$ cat src/rtl/gcs_pkg.sv
package gcs_pkg;

   // ************************************************************
   // Control command location and widths
   // ************************************************************
   localparam logic [7:0]  CTRL_OFS_LO  = 8'h00;  // Low byte of word
   localparam logic [7:0]  CTRL_OFS_HI  = 8'h01;  // High byte of word
   localparam int          WORD_W       = 16;

   // ************************************************************
   // Subcommand codes
   // ************************************************************
   localparam logic [15:0] SC_STATUS    = 16'h0000;
   localparam logic [15:0] SC_DEV_TYPE  = 16'h0001;
   localparam logic [15:0] SC_FW_REV    = 16'h0002;
   localparam logic [15:0] SC_HW_REV    = 16'h0003;
   localparam logic [15:0] SC_FL_SUM    = 16'h0004;
   localparam logic [15:0] SC_RST_DATA  = 16'h0005;
   localparam logic [15:0] SC_PREV      = 16'h0007;
   localparam logic [15:0] SC_CHEM      = 16'h0008;
   localparam logic [15:0] SC_FL_REV    = 16'h000c;
   localparam logic [15:0] SC_OSC_IDLE  = 16'h0010;
   localparam logic [15:0] SC_DEEP_SET  = 16'h0011;
   localparam logic [15:0] SC_DEEP_CLR  = 16'h0012;
   localparam logic [15:0] SC_PWROFF_ON = 16'h0013;
   localparam logic [15:0] SC_PWROFF_NO = 16'h0014;
   localparam logic [15:0] SC_IRQ_ON    = 16'h0015;
   localparam logic [15:0] SC_IRQ_OFF   = 16'h0016;
   localparam logic [15:0] SC_LOCK      = 16'h0020;
   localparam logic [15:0] SC_ALGO      = 16'h0021;
   localparam logic [15:0] SC_CAL       = 16'h0040;
   localparam logic [15:0] SC_RESET     = 16'h0041;
   localparam logic [15:0] PREV_LIMIT   = 16'h0020;  // Recall holds codes below

   // ************************************************************
   // Control-status word bit positions
   // ************************************************************
   localparam int B_PIN_ACT  = 15;  // Shutdown pin active
   localparam int B_FA_LOCK  = 14;  // Full-access locked
   localparam int B_LOCKED   = 13;  // Locked
   localparam int B_SUM_OK   = 12;  // Checksum valid
   localparam int B_CC_CAL   = 11;  // Coulomb calibration running
   localparam int B_BRD_CAL  = 10;  // Board calibration running
   localparam int B_IRQ_EN   = 8;   // Host interrupt enable
   localparam int B_PWROFF   = 7;   // Power-off permit
   localparam int B_DEEP_REQ = 6;   // Deep-idle request
   localparam int B_OSC_IDLE = 5;   // Oscillator-off idle
   localparam int B_SLEEP    = 4;   // Sleep
   localparam int B_CPWR     = 3;   // Constant-power gauging
   localparam int B_RUP_OFF  = 2;   // Resistance updates off
   localparam int B_VFIT     = 1;   // Voltage fit
   localparam int B_QEN      = 0;   // Max-capacity updates on

   // ************************************************************
   // Reset values and timing
   // ************************************************************
   localparam logic [15:0] RESP_RST     = 16'h0000;
   localparam logic [15:0] PREV_RST     = 16'h0000;
   localparam logic [15:0] SUM_RST      = 16'h0000;
   localparam int          CLK_HZ       = 25000000;
   localparam int          OSC_START_MS = 6;   // Least wake stretch, ms
   localparam int          OSC_START_CYC = (OSC_START_MS * (CLK_HZ / 1000));

   // Response source of the control command location
   typedef enum logic [3:0] {
      RS_STATUS, RS_DEV, RS_FW, RS_HW, RS_SUM,
      RS_RST, RS_PREV, RS_CHEM, RS_FLREV
   } gcs_resp_e;

endpackage : gcs_pkg

$ cat src/rtl/gcs_decoder.sv
`timescale 1ns/1ns

module gcs_decoder #(
   parameter logic [15:0] DEV_TYPE   = 16'h1234,  // Arbitrary identity value
   parameter logic [15:0] FW_REV     = 16'h0100,
   parameter logic [15:0] HW_REV     = 16'h0001,
   parameter logic [15:0] CHEM_CODE  = 16'h0100,
   parameter logic [15:0] FLASH_REV  = 16'h0001,
   parameter int          OSC_START_CYC = gcs_pkg::OSC_START_CYC
) (
   // Clock and reset
   input  wire logic        clk,
   input  wire logic        sys_rst,
   // Control command location, from the serial engine
   input  wire logic        cmd_wr,
   input  wire logic [15:0] cmd_data,
   output logic      [15:0] cmd_rd_data,
   // Link clock pin, asynchronous
   input  wire logic        link_clk,
   output logic             link_hold,
   // Power-mode events from the gauge core
   input  wire logic        sleep_entry,
   input  wire logic        in_sleep,
   input  wire logic        deep_idle_wake,
   output logic             osc_off_idle,
   output logic             deep_idle,
   // Gauge core status
   input  wire logic        full_access_locked,
   input  wire logic        coulomb_cal_active,
   input  wire logic        board_cal_active,
   input  wire logic        constant_power_gauging,
   input  wire logic        resistance_update_off,
   input  wire logic        voltage_unfit,
   input  wire logic        shutdown_cond,
   input  wire logic [15:0] reset_data,
   // Flash checksum engine
   output logic             flash_sum_start,
   input  wire logic        flash_sum_done,
   input  wire logic [15:0] flash_sum_value,
   // Requests to the gauge core
   output logic             gauging_algo_start,
   output logic             cal_start,
   output logic             full_reset_req,
   output logic             host_irq_enable,
   // Shutdown-signal pin
   output logic             shutdown_pin_out,
   output logic             shutdown_pin_oe_n
);

   // ************************************************************
   // Parameter checks
   // ************************************************************
   if (OSC_START_CYC < 1 || OSC_START_CYC > 262144) begin : g_chk
      $error("OSC_START_CYC out of range");
   end

   localparam logic [17:0] START_LAST = 18'(OSC_START_CYC - 1);

   // ************************************************************
   // State
   // ************************************************************
   logic [15:0]       resp_ff;
   gcs_pkg::gcs_resp_e sel_ff;
   gcs_pkg::gcs_resp_e nxt_sel;
   logic [15:0]       prev_ff;
   logic [15:0]       recall_ff;
   logic [15:0]       sum_ff;
   logic              sum_busy_ff;
   logic              sum_ok_ff;
   logic              locked_ff;
   logic              irq_en_ff;
   logic              pwroff_ff;
   logic              deep_req_ff;
   logic              deep_ff;
   logic              osc_arm_ff;
   logic              osc_idle_ff;
   logic              qen_ff;
   logic              vfit_ff;
   logic              hold_ff;
   logic [17:0]       hold_cnt_ff;
   logic              lk_s1_ff;
   logic              lk_s2_ff;
   logic              lk_s3_ff;
   logic              start_ff;
   logic              algo_ff;
   logic              cal_ff;
   logic              rst_req_ff;

   // ************************************************************
   // Subcommand decode
   // ************************************************************
   logic        is_sum;
   logic        is_rst;
   logic        is_prev;
   logic        is_osc;
   logic        is_lock;
   logic        is_algo;
   logic        is_cal;
   logic        is_reset;
   logic        protect;
   logic        take;
   logic        do_osc;
   logic        do_dset;
   logic        do_dclr;
   logic        do_pon;
   logic        do_poff;
   logic        do_ion;
   logic        do_ioff;
   logic        do_lock;
   logic        do_algo;
   logic        do_cal;
   logic        do_reset;
   logic        do_sum;
   logic        link_evt;
   logic        wake;
   logic        pin_act;
   logic [15:0] status_w;
   logic [15:0] resp_mux;

   // Codes barred while locked
   assign is_sum   = (cmd_data == gcs_pkg::SC_FL_SUM);
   assign is_rst   = (cmd_data == gcs_pkg::SC_RST_DATA);
   assign is_prev  = (cmd_data == gcs_pkg::SC_PREV);
   assign is_osc   = (cmd_data == gcs_pkg::SC_OSC_IDLE);
   assign is_lock  = (cmd_data == gcs_pkg::SC_LOCK);
   assign is_algo  = (cmd_data == gcs_pkg::SC_ALGO);
   assign is_cal   = (cmd_data == gcs_pkg::SC_CAL);
   assign is_reset = (cmd_data == gcs_pkg::SC_RESET);
   assign protect  = is_sum | is_rst | is_prev | is_osc | is_lock
                   | is_algo | is_cal | is_reset;
   assign take     = cmd_wr & ~(locked_ff & protect);

   // Command strobes
   assign do_osc   = take & is_osc;
   assign do_dset  = take & (cmd_data == gcs_pkg::SC_DEEP_SET);
   assign do_dclr  = take & (cmd_data == gcs_pkg::SC_DEEP_CLR);
   assign do_pon   = take & (cmd_data == gcs_pkg::SC_PWROFF_ON);
   assign do_poff  = take & (cmd_data == gcs_pkg::SC_PWROFF_NO);
   assign do_ion   = take & (cmd_data == gcs_pkg::SC_IRQ_ON);
   assign do_ioff  = take & (cmd_data == gcs_pkg::SC_IRQ_OFF);
   assign do_lock  = take & is_lock;
   assign do_algo  = take & is_algo;
   assign do_cal   = take & is_cal;
   assign do_reset = take & is_reset;
   // Locked: no new checksum, stored value still returned
   assign do_sum   = cmd_wr & is_sum & ~locked_ff;

   // ************************************************************
   // Response source select
   // ************************************************************
   // Unknown and reserved codes keep the current source
   always_comb begin
      nxt_sel = sel_ff;
      if (take) begin
         case (cmd_data)
            gcs_pkg::SC_STATUS:   nxt_sel = gcs_pkg::RS_STATUS;
            gcs_pkg::SC_DEV_TYPE: nxt_sel = gcs_pkg::RS_DEV;
            gcs_pkg::SC_FW_REV:   nxt_sel = gcs_pkg::RS_FW;
            gcs_pkg::SC_HW_REV:   nxt_sel = gcs_pkg::RS_HW;
            gcs_pkg::SC_FL_SUM:   nxt_sel = gcs_pkg::RS_SUM;
            gcs_pkg::SC_RST_DATA: nxt_sel = gcs_pkg::RS_RST;
            gcs_pkg::SC_PREV:     nxt_sel = gcs_pkg::RS_PREV;
            gcs_pkg::SC_CHEM:     nxt_sel = gcs_pkg::RS_CHEM;
            gcs_pkg::SC_FL_REV:   nxt_sel = gcs_pkg::RS_FLREV;
            default:              nxt_sel = sel_ff;
         endcase
      end
      // Locked checksum request still shows the stored sum
      if (cmd_wr & is_sum) begin
         nxt_sel = gcs_pkg::RS_SUM;
      end
   end

   // ************************************************************
   // Control-status word
   // ************************************************************
   assign pin_act = pwroff_ff & shutdown_cond;
   always_comb begin
      status_w                       = 16'h0000;  // Unused bit 9 reads 0
      status_w[gcs_pkg::B_PIN_ACT]   = pin_act;
      status_w[gcs_pkg::B_FA_LOCK]   = full_access_locked;
      status_w[gcs_pkg::B_LOCKED]    = locked_ff;
      status_w[gcs_pkg::B_SUM_OK]    = sum_ok_ff;
      status_w[gcs_pkg::B_CC_CAL]    = coulomb_cal_active;
      status_w[gcs_pkg::B_BRD_CAL]   = board_cal_active;
      status_w[gcs_pkg::B_IRQ_EN]    = irq_en_ff;
      status_w[gcs_pkg::B_PWROFF]    = pwroff_ff;
      status_w[gcs_pkg::B_DEEP_REQ]  = deep_req_ff;
      status_w[gcs_pkg::B_OSC_IDLE]  = osc_arm_ff;
      status_w[gcs_pkg::B_SLEEP]     = in_sleep | osc_idle_ff;
      status_w[gcs_pkg::B_CPWR]      = constant_power_gauging;
      status_w[gcs_pkg::B_RUP_OFF]   = resistance_update_off;
      status_w[gcs_pkg::B_VFIT]      = vfit_ff;
      status_w[gcs_pkg::B_QEN]       = qen_ff;
   end

   // Read value for the selected source
   always_comb begin
      case (sel_ff)
         gcs_pkg::RS_STATUS: resp_mux = status_w;
         gcs_pkg::RS_DEV:    resp_mux = DEV_TYPE;
         gcs_pkg::RS_FW:     resp_mux = FW_REV;
         gcs_pkg::RS_HW:     resp_mux = HW_REV;
         gcs_pkg::RS_SUM:    resp_mux = sum_ff;
         gcs_pkg::RS_RST:    resp_mux = reset_data;
         gcs_pkg::RS_PREV:   resp_mux = recall_ff;
         gcs_pkg::RS_CHEM:   resp_mux = CHEM_CODE;
         gcs_pkg::RS_FLREV:  resp_mux = FLASH_REV;
         default:            resp_mux = status_w;
      endcase
   end

   // Response register and source
   always_ff @(posedge clk) begin
      if (sys_rst) begin
         sel_ff  <= gcs_pkg::RS_STATUS;
         resp_ff <= gcs_pkg::RESP_RST;
      end else begin
         sel_ff  <= nxt_sel;
         resp_ff <= resp_mux;
      end
   end

   // Previous code: recall snapshots the last code below PREV_LIMIT before this request
   always_ff @(posedge clk) begin
      if (sys_rst) begin
         prev_ff   <= gcs_pkg::PREV_RST;
         recall_ff <= gcs_pkg::PREV_RST;
      end else begin
         if (take && is_prev) begin
            recall_ff <= prev_ff;
         end
         if (cmd_wr && cmd_data < gcs_pkg::PREV_LIMIT) begin
            prev_ff <= cmd_data;
         end
      end
   end

   // ************************************************************
   // Checksum capture
   // ************************************************************
   always_ff @(posedge clk) begin
      if (sys_rst) begin
         sum_ff      <= gcs_pkg::SUM_RST;
         sum_busy_ff <= 1'b0;
         sum_ok_ff   <= 1'b0;
      end else begin
         if (do_sum) begin
            sum_busy_ff <= 1'b1;
         end else if (flash_sum_done) begin
            sum_busy_ff <= 1'b0;
         end
         if (flash_sum_done && sum_busy_ff) begin
            sum_ff    <= flash_sum_value;
            sum_ok_ff <= 1'b1;
         end
      end
   end

   // ************************************************************
   // Access state and host interrupt enable
   // ************************************************************
   always_ff @(posedge clk) begin
      if (sys_rst) begin
         locked_ff <= 1'b0;
         irq_en_ff <= 1'b0;
         pwroff_ff <= 1'b0;
      end else begin
         if (do_lock) begin
            locked_ff <= 1'b1;
         end
         if (do_ion) begin
            irq_en_ff <= 1'b1;
         end else if (do_ioff) begin
            irq_en_ff <= 1'b0;
         end
         if (do_pon) begin
            pwroff_ff <= 1'b1;
         end else if (do_poff) begin
            pwroff_ff <= 1'b0;
         end
      end
   end

   // ************************************************************
   // Gauging flags
   // ************************************************************
   // Max-capacity enable never clears; a new start beats an unfit report
   always_ff @(posedge clk) begin
      if (sys_rst) begin
         qen_ff  <= 1'b0;
         vfit_ff <= 1'b0;
      end else begin
         if (do_algo) begin
            qen_ff <= 1'b1;
         end
         if (do_algo) begin
            vfit_ff <= 1'b1;
         end else if (voltage_unfit) begin
            vfit_ff <= 1'b0;
         end
      end
   end

   // ************************************************************
   // Link activity detection
   // ************************************************************
   always_ff @(posedge clk) begin
      if (sys_rst) begin
         lk_s1_ff <= 1'b1;  // Idle level of the link clock
         lk_s2_ff <= 1'b1;
         lk_s3_ff <= 1'b1;
      end else begin
         lk_s1_ff <= link_clk;
         lk_s2_ff <= lk_s1_ff;
         lk_s3_ff <= lk_s2_ff;
      end
   end

   assign link_evt = lk_s2_ff ^ lk_s3_ff;
   assign wake     = osc_idle_ff & link_evt;

   // ************************************************************
   // Oscillator-off idle
   // ************************************************************
   // Link activity in oscillator-off idle drops back to sleep and clears the mode bit
   always_ff @(posedge clk) begin
      if (sys_rst) begin
         osc_arm_ff  <= 1'b0;
         osc_idle_ff <= 1'b0;
      end else begin
         if (do_osc) begin
            osc_arm_ff <= 1'b1;
         end else if (wake) begin
            osc_arm_ff <= 1'b0;
         end
         if (wake) begin
            osc_idle_ff <= 1'b0;
         end else if (osc_arm_ff && sleep_entry) begin
            osc_idle_ff <= 1'b1;
         end
      end
   end

   // Stretch link while the oscillator restarts; that message is lost
   always_ff @(posedge clk) begin
      if (sys_rst) begin
         hold_ff     <= 1'b0;
         hold_cnt_ff <= 18'h00000;
      end else if (wake) begin
         hold_ff     <= 1'b1;
         hold_cnt_ff <= START_LAST;
      end else if (hold_ff) begin
         if (hold_cnt_ff == 18'h00000) begin
            hold_ff <= 1'b0;
         end else begin
            hold_cnt_ff <= hold_cnt_ff - 18'h00001;
         end
      end
   end

   // ************************************************************
   // Deep idle
   // ************************************************************
   // A new request wins over the automatic clear on exit
   always_ff @(posedge clk) begin
      if (sys_rst) begin
         deep_req_ff <= 1'b0;
         deep_ff     <= 1'b0;
      end else begin
         if (do_dset) begin
            deep_req_ff <= 1'b1;
         end else if (do_dclr || (deep_ff && deep_idle_wake)) begin
            deep_req_ff <= 1'b0;
         end
         if (do_dclr || deep_idle_wake) begin
            deep_ff <= 1'b0;
         end else if (deep_req_ff && sleep_entry) begin
            deep_ff <= 1'b1;
         end
      end
   end

   // ************************************************************
   // Request pulses
   // ************************************************************
   always_ff @(posedge clk) begin
      if (sys_rst) begin
         start_ff   <= 1'b0;
         algo_ff    <= 1'b0;
         cal_ff     <= 1'b0;
         rst_req_ff <= 1'b0;
      end else begin
         start_ff   <= do_sum;
         algo_ff    <= do_algo;
         cal_ff     <= do_cal;
         rst_req_ff <= do_reset;
      end
   end

   // ************************************************************
   // Outputs
   // ************************************************************
   assign cmd_rd_data        = resp_ff;
   assign link_hold          = hold_ff;
   assign osc_off_idle       = osc_idle_ff;
   assign deep_idle          = deep_ff;
   assign flash_sum_start    = start_ff;
   assign gauging_algo_start = algo_ff;
   assign cal_start          = cal_ff;
   assign full_reset_req     = rst_req_ff;
   assign host_irq_enable    = irq_en_ff;
   // Pin released unless permitted and shutdown_cond is set; low requests external shutdown
   assign shutdown_pin_out   = 1'b0;
   assign shutdown_pin_oe_n  = ~pin_act;

endmodule : gcs_decoder

$ cat config.mk
export PLATFORM = sky130hd
export DESIGN_NAME = gcs_decoder
export DESIGN_NICKNAME = d
export VERILOG_FILES = /design/src/rtl/gcs_pkg.sv /design/src/rtl/gcs_decoder.sv
export SDC_FILE = /design/constraint.sdc
export NUM_CORES = 1
export LEC_CHECK = 0
export BUFFER_PORTS_ARGS = -buffer_cell sky130_fd_sc_hd__buf_2
export CAP_MARGIN = 25
export CELL_PAD_IN_SITES_DETAIL_PLACEMENT = 0
export CELL_PAD_IN_SITES_GLOBAL_PLACEMENT = 1
export CORE_MARGIN = 2
export CORE_UTILIZATION = 40
export CTS_CLUSTER_SIZE = 24
export DETAILED_ROUTE_END_ITERATION = 16
export PLACE_DENSITY_LB_ADDON = 0.1
export SETUP_SLACK_MARGIN = 0.02
export SYNTH_ARGS = -nofsm -noshare
export SYNTH_HDL_FRONTEND = slang
export SYNTH_SLANG_ARGS = --single-unit
$ cat constraint.sdc
create_clock -name clk -period 3.05 [get_ports clk]
set_clock_uncertainty 0.15 [all_clocks]
set_input_delay 0.1525 -clock clk [delete_from_list [all_inputs] [get_ports clk]]
set_output_delay 0.1525 -clock clk [all_outputs]
set_load 0.02 [all_outputs]
== Word level (Yosys, flattened, before mapping) ==
Index checks and enable logic that the tools add are counted.

* Flip-flop bits (word level): 105
* Input port bits: 63
* Output and inout port bits: 26
* Word-level logic and storage cells: 138

* $add $sub $neg: 1
* Magnitude comparators: 1
* Equality and inequality tests: 28
* Mux-type cells: 22
* Bitwise gates (word level): 30
* Reduce and logical (&&, ||, !) cells: 29

{| class="wikitable"
|+ Operators by type and width
! operator !! count
|-
| 16-bit by 5-bit equality test with 1-bit output, second input constant || 7
|-
| 16-bit one-hot mux with 6 select lines || 1
|-
| 18-bit two-way mux || 3
|-
| 16-bit by 3-bit equality test with 1-bit output, second input constant || 3
|-
| 4-bit one-hot mux with 9 select lines || 1
|-
| 16-bit by 2-bit equality test with 1-bit output, second input constant || 2
|-
| 16-bit by 4-bit equality test with 1-bit output, second input constant || 2
|-
| 16-bit by 6-bit equality test with 1-bit output, second input constant || 2
|-
| 16-bit by 7-bit equality test with 1-bit output, second input constant || 2
|-
| 18-bit zero test || 1
|-
| 18-bit by 1-bit subtractor with 18-bit output, second input constant || 1
|-
| 1-bit bitwise AND || 17
|-
| 16-bit by 1-bit equality test with 1-bit output, second input constant || 1
|-
| 4-bit by 3-bit equality test with 1-bit output, second input constant || 4
|-
| 16-bit zero test || 1
|-
| 16-bit by 6-bit less-than comparator with 1-bit output, second input constant || 1
|-
| 2-bit nonzero test || 8
|-
| 1-bit two-way mux || 15
|-
| 10-bit nonzero test || 1
|-
| 2-bit OR reduction || 5
|-
| 9-bit nonzero test || 1
|-
| 4-bit by 2-bit equality test with 1-bit output, second input constant || 2
|-
| 1-bit OR || 8
|-
| 2-bit AND reduction || 4
|-
| 8 further kinds || 18
|}

== Logic depth before layout (Yosys ltp) ==
* Word-level depth: 15
* Depth in mapped cells: 8
* Gate-level depth less buffers: 7

== Least setup slack after synthesis ==
OpenSTA, ideal clock, no wires.

* Path kind: register to register
* Start: register hold_cnt_ff[6]
* End: register hold_cnt_ff[17]
* Setup time: 0.133 ns
* Data arrival time: 1.887 ns
* Required time: 2.767 ns
* Slack: 0.881 ns
* Cell stages (with the launch flop): 6
* Path buffers: 0
* Period minus slack after synthesis: 2.169 ns
* Cell sequence: dfxtp_1 > or4_4 > or4b_4 > nor4b_4 > xnor2_1 > a21oi_1

* Longest elaborated chain between the ends: 4

{| class="wikitable"
|+ RTL lines
! item !! RTL line !! text
|-
| start: declaration || gcs_decoder.sv:80 || <nowiki>logic [17:0] hold_cnt_ff;</nowiki>
|-
| start signal: assignment || gcs_decoder.sv:357 || <nowiki>hold_cnt_ff <= hold_cnt_ff - 18'h00001;</nowiki>
|-
| 18-bit by 1-bit subtractor with 18-bit output || gcs_decoder.sv:357 ||
|-
| 18-bit two-way mux || gcs_decoder.sv:354 || <nowiki>if (hold_cnt_ff == 18'h00000) begin</nowiki>
|-
| 18-bit two-way mux || gcs_decoder.sv:353 || <nowiki>end else if (hold_ff) begin</nowiki>
|-
| 18-bit two-way mux || gcs_decoder.sv:350 || <nowiki>end else if (wake) begin</nowiki>
|}

Several ways; a longest one is shown, not always the timed one. The select of a mux whose other input is x is not followed.
A chain may end at the register's enable or synchronous reset.

== Final worst setup path ==
* Start: register sel_ff[2]
* End: register resp_ff[3], in the netlist cmd_rd_data[3]

* Longest elaborated chain between the ends: 3

{| class="wikitable"
|+ RTL lines
! item !! RTL line !! text
|-
| start: declaration || gcs_decoder.sv:63 || <nowiki>gcs_pkg::gcs_resp_e sel_ff;</nowiki>
|-
| start signal: assignment || gcs_decoder.sv:216 || <nowiki>sel_ff <= gcs_pkg::RS_STATUS;</nowiki>
|-
| start signal: assignment || gcs_decoder.sv:219 || <nowiki>sel_ff <= nxt_sel;</nowiki>
|-
| 4-bit equality test, or another cell as far along || gcs_decoder.sv:199 || <nowiki>case (sel_ff)</nowiki>
|-
| 2-bit OR reduction (no line) || - ||
|-
| 16-bit one-hot mux with 6 select lines (*) || gcs_decoder.sv:199 ||
|-
| end signal: assignment || gcs_decoder.sv:217 || <nowiki>resp_ff <= gcs_pkg::RESP_RST;</nowiki>
|-
| end signal: assignment || gcs_decoder.sv:220 || <nowiki>resp_ff <= resp_mux;</nowiki>
|-
| end: declaration || gcs_decoder.sv:62 || <nowiki>logic [15:0] resp_ff;</nowiki>
|}

Mark *: on every way between the ends. The rest lies on a longest branch, timed or not.

==> reports/metrics.csv <==
stage,metric,value,unit
run_status,status,completed,
sta,unrepaired setup endpoints after global routing,false,
routing,vias per cell,5.17,
power,Sw Ratio,22.7,%
sta,setup TNS,0,ns
logic_synthesis,#FFs+latches synth,105,
sta,Fmax,382,MHz
cells_and_area,# fillers,1113,
power,total power,0.00275,W
routing,Initial DRC Count,206,
worst_setup_path,crit-path cells,clkinv_1 > nand2_1 > xnor2_2 > a22oi_1 > dlygate4sd3_1 > nor2_1,
clocking,CTS tree,built,
worst_setup_path,CP Max Fanout,15,
worst_setup_path,Critical-path top delay cell,dfxtp_1,
worst_setup_path,Critical R2R Launch,sel_ff[2],
clocking,clk_lat worst skew,0.35,ns
power,Internal,0.00212,W
placement,port bufs,87,
routing,post-detailed-route DRC marker count,0,
power,Leak,2.15,nW
grt,first-pass GRT wire length,20200,microns
worst_setup_path,crit-path leading delay family,buffers and inverters,
worst_setup_path,Crit path required time,3.13,ns
clocking,"CTS clk-pin slew, worst paths",0.07,ns
floorplanning,Placeable Area,0.0113,sq mm
clocking,CTS Buf Count,9,
grt,vias in the first global route,3945,
logic_synthesis,sequential share of the synthesized area,46.0,%
logic_synthesis,async set-or-reset flop fraction in the synthesized netlist,0,%
worst_setup_path,startpoint types,register,
cells_and_area,Layout area overhead,26.1,%
worst_setup_path,cells on worst reg2reg path,6,
worst_setup_path,crit end category,register,
worst_setup_path,Crit Path Category,register to register,
worst_setup_path,CP arrival,2.70,ns
clocking,clock buffer depth,2,
grt,largest net degree at the start of global routing,48,
logic_synthesis,"Distinct cells, synth",59,
floorplanning,I/O pin cnt,89,
logic_synthesis,number of synthesized flops with an enable pin,0,
routing,antenna-violating nets left,0,
worst_setup_path,Reg2Reg Setup Slack,0.43,ns
clocking,CTS Root Buffer Type,clkbuf_16,
placement,post-DP HPWL,8670,microns
worst_setup_path,Reg-to-Reg End,cmd_rd_data[3],
worst_setup_path,Worst path max stage delay,0.59,ns
grt,GRT Overall Usage,20.4,%
power,Power Density,477,mW/mm^2
power,Peak VDD IR,263,uV
cells_and_area,number of antenna diodes,0,
logic_synthesis,Mapped Area,0.00457,sq mm
logic_synthesis,ys flop type,dfxtp_1,
job,max-cap viol count,0,
worst_setup_path,WP depth,6,
clocking,htree depth,3,
worst_setup_path,CP bufs+invs,2,
routing,average wire per standard cell,15.3,microns
placement,gpl congestion,0.804,
floorplanning,Initial Util,40.5,%
power,clock share of power,44.1,%
grt,initial antenna violation count,0,
sta,final hold vios,0,
sta,# setup viols final,0,
sta,Worst Max-Slew Pin Slew,1.04,ns
routing,routed wire length,12400,microns
sta,Final Cycle Share,85.8,%
routing,vias,4194,
worst_setup_path,worst setup path startpoint,sel_ff[2],
logic_synthesis,number of synthesis warnings,0,
power,Comb pwr share,5.7,%
logic_synthesis,Gate Count Post-Synth,560,
logic_synthesis,average size of a mapped cell,8.16,sq um
cells_and_area,share of cells above drive strength 1,18.7,%
sta,Final Critical Period,2.62,ns
logic_synthesis,Syn Nets,625,
floorplanning,Site Rows,39,
cells_and_area,Nets,729,
sta,Slew headroom,30.2,%
clocking,clock sink count,105,
floorplanning,Chip Height,111,microns
grt,GR Overflow Total,0,
min_path,Hold WC Path Type,input port to register,
power,Flop pwr share,50.2,%
floorplanning,die area,0.0123,sq mm
power,Psw,0.000624,W
floorplanning,Die Width,111,microns
sta,max-slew violation count,0,
routing,drt first pass iters,4,
worst_setup_path,worst setup path end,cmd_rd_data[3],
synthesized netlist by cell type (all sizes together) (5+ instances only):
| cell type | instances | area [sq um] |
|---|---|---|
| nand2 | 107 | 402 |
| xnor2 | 5 | 43.8 |
| dfxtp | 105 | 2100 |
| inv | 10 | 37.5 |
| xor2 | 11 | 96.3 |
| clkbuf | 32 | 120 |
| nand3 | 14 | 70.1 |
| o21ai | 28 | 140 |
| and2 | 14 | 87.6 |
| a21oi | 65 | 325 |
| mux2i | 13 | 130 |
| nor3 | 8 | 45.0 |
| a31oi | 7 | 43.8 |
| a22oi | 10 | 75.1 |
| nand4b | 6 | 52.6 |
| nor4 | 9 | 62.6 |
| or3 | 7 | 43.8 |
| nor2 | 43 | 161 |
how the worst min path moves through the flow:
stage                    from               to  slack (ns)  cells after the start
2_1_floorplan  deep_idle_wake        deep_idle        0.08                      1
3_3_place_gp   deep_idle_wake        deep_idle        0.18                      2
3_5_place_dp         link_clk         lk_s1_ff        0.19                      2
4_1_cts         reset_data[1]   cmd_rd_data[1]      0.0006                      5
5_1_grt           cmd_data[0]  host_irq_enable        0.04                      3
6_report       reset_data[13]  cmd_rd_data[13]        0.01                      5
cells by family (layout without fill, tap and decap cells):
kind of cell             count (synthesis)  after routing  synth area share [%]
AO/OA/AOI/OAI                          132            132                  16.8
buffers and inverters                   46            155                  3.86
flip-flops                             105            105                  46.0
adder cells (fa/ha/maj)                  2              2                 0.548
multiplexers                            14             14                  3.09
XOR/XNOR                                16             16                  3.07
other                                    1              1                0.0821
AND/OR/NAND/NOR                        244            244                  26.5
per-stage QoR:
step                utilization [%]  setup WS, ns  hold slack, ns  instances  area [sq um]
detailed placement             45.3         0.798           0.191        762          5100
global placement               45.3         0.826           0.183        762          5100
finish                         51.1         0.434         0.00970        812          5760
CTS                            51.0         0.274        0.000578        812          5750
floorplan                         -         0.881          0.0810        560          4570
global route                   51.1         0.201          0.0434        812          5760
tightest hold or removal path, delay by kind of cell:
kind	cells	cell delay, ns
AOI/OAI and AO/OA	2	0.12
buffers and inverters	1	0.08
and+or+nand+nor	2	0.12
routing by layer:
| metal | vias up | routed length [microns] | global-route usage [%] |
|---|---|---|---|
| li1 | 2151 | - | - |
| met1 | 1951 | 6260 | 28.8 |
| met2 | 78 | 5530 | 31.7 |
| met3 | 14 | 436 | 3.17 |
| met4 | 0 | 178 | 7.58 |
| met5 | - | 0 | 0 |
sequential cells by signal, summed over array words and instances, names as in the netlist, 4 cells and up:
register     count
sum_ff          16
hold_cnt_ff     18
cmd_rd_data     16
sel_ff           4
recall_ff       16
prev_ff         16
timing repair:
action	CTS	global route
hold endpoints to repair	30	0
setup endpoints to repair	0	3
buffers inserted	0	0
hold buffers	34	0
resized for setup	0	1
area by class of cell:
| class | instances | area, sq um | share of cell area, % |
|---|---|---|---|
| clock buffers | 10 | 239 | 4.15 |
| clock inverters | 6 | 72.6 | 1.26 |
| inverters | 11 | 41.3 | 0.717 |
| multi-input cells | 409 | 2300 | 39.9 |
| flip-flops and latches | 105 | 2100 | 36.5 |
| well taps | 143 | 179 | 3.11 |
| repair buffers | 128 | 828 | 14.4 |
cell usage in the layout, fill, tap and decap left out, types with 6 or more instances in the layout:
cell	instances
nand2_1	107
a31oi_1	7
buf_4	7
nand3_1	14
inv_1	10
nor4_1	8
or3_1	7
o21ai_0	27
and2_1	14
nor3_1	7
nand4b_1	6
xor2_1	11
dlygate4sd3_1	34
clkbuf_16	9
a22oi_1	10
mux2i_1	13
a21oi_1	65
buf_2	87
dfxtp_1	105
nor2_1	43
power groups by stage:
stage | registers, W | clock network, W | logic (W)
floorplan | 0.00141 | 0 | 0.0000524
finish | 0.00138 | 0.00121 | 0.000157
global route | 0.00138 | 0.00129 | 0.000171
detailed placement | 0.00141 | 0 | 0.000124
CTS | 0.00138 | 0.00124 | 0.000156
global placement | 0.00141 | 0 | 0.000123
No activity file was read; power rests on OpenSTA's default activity.
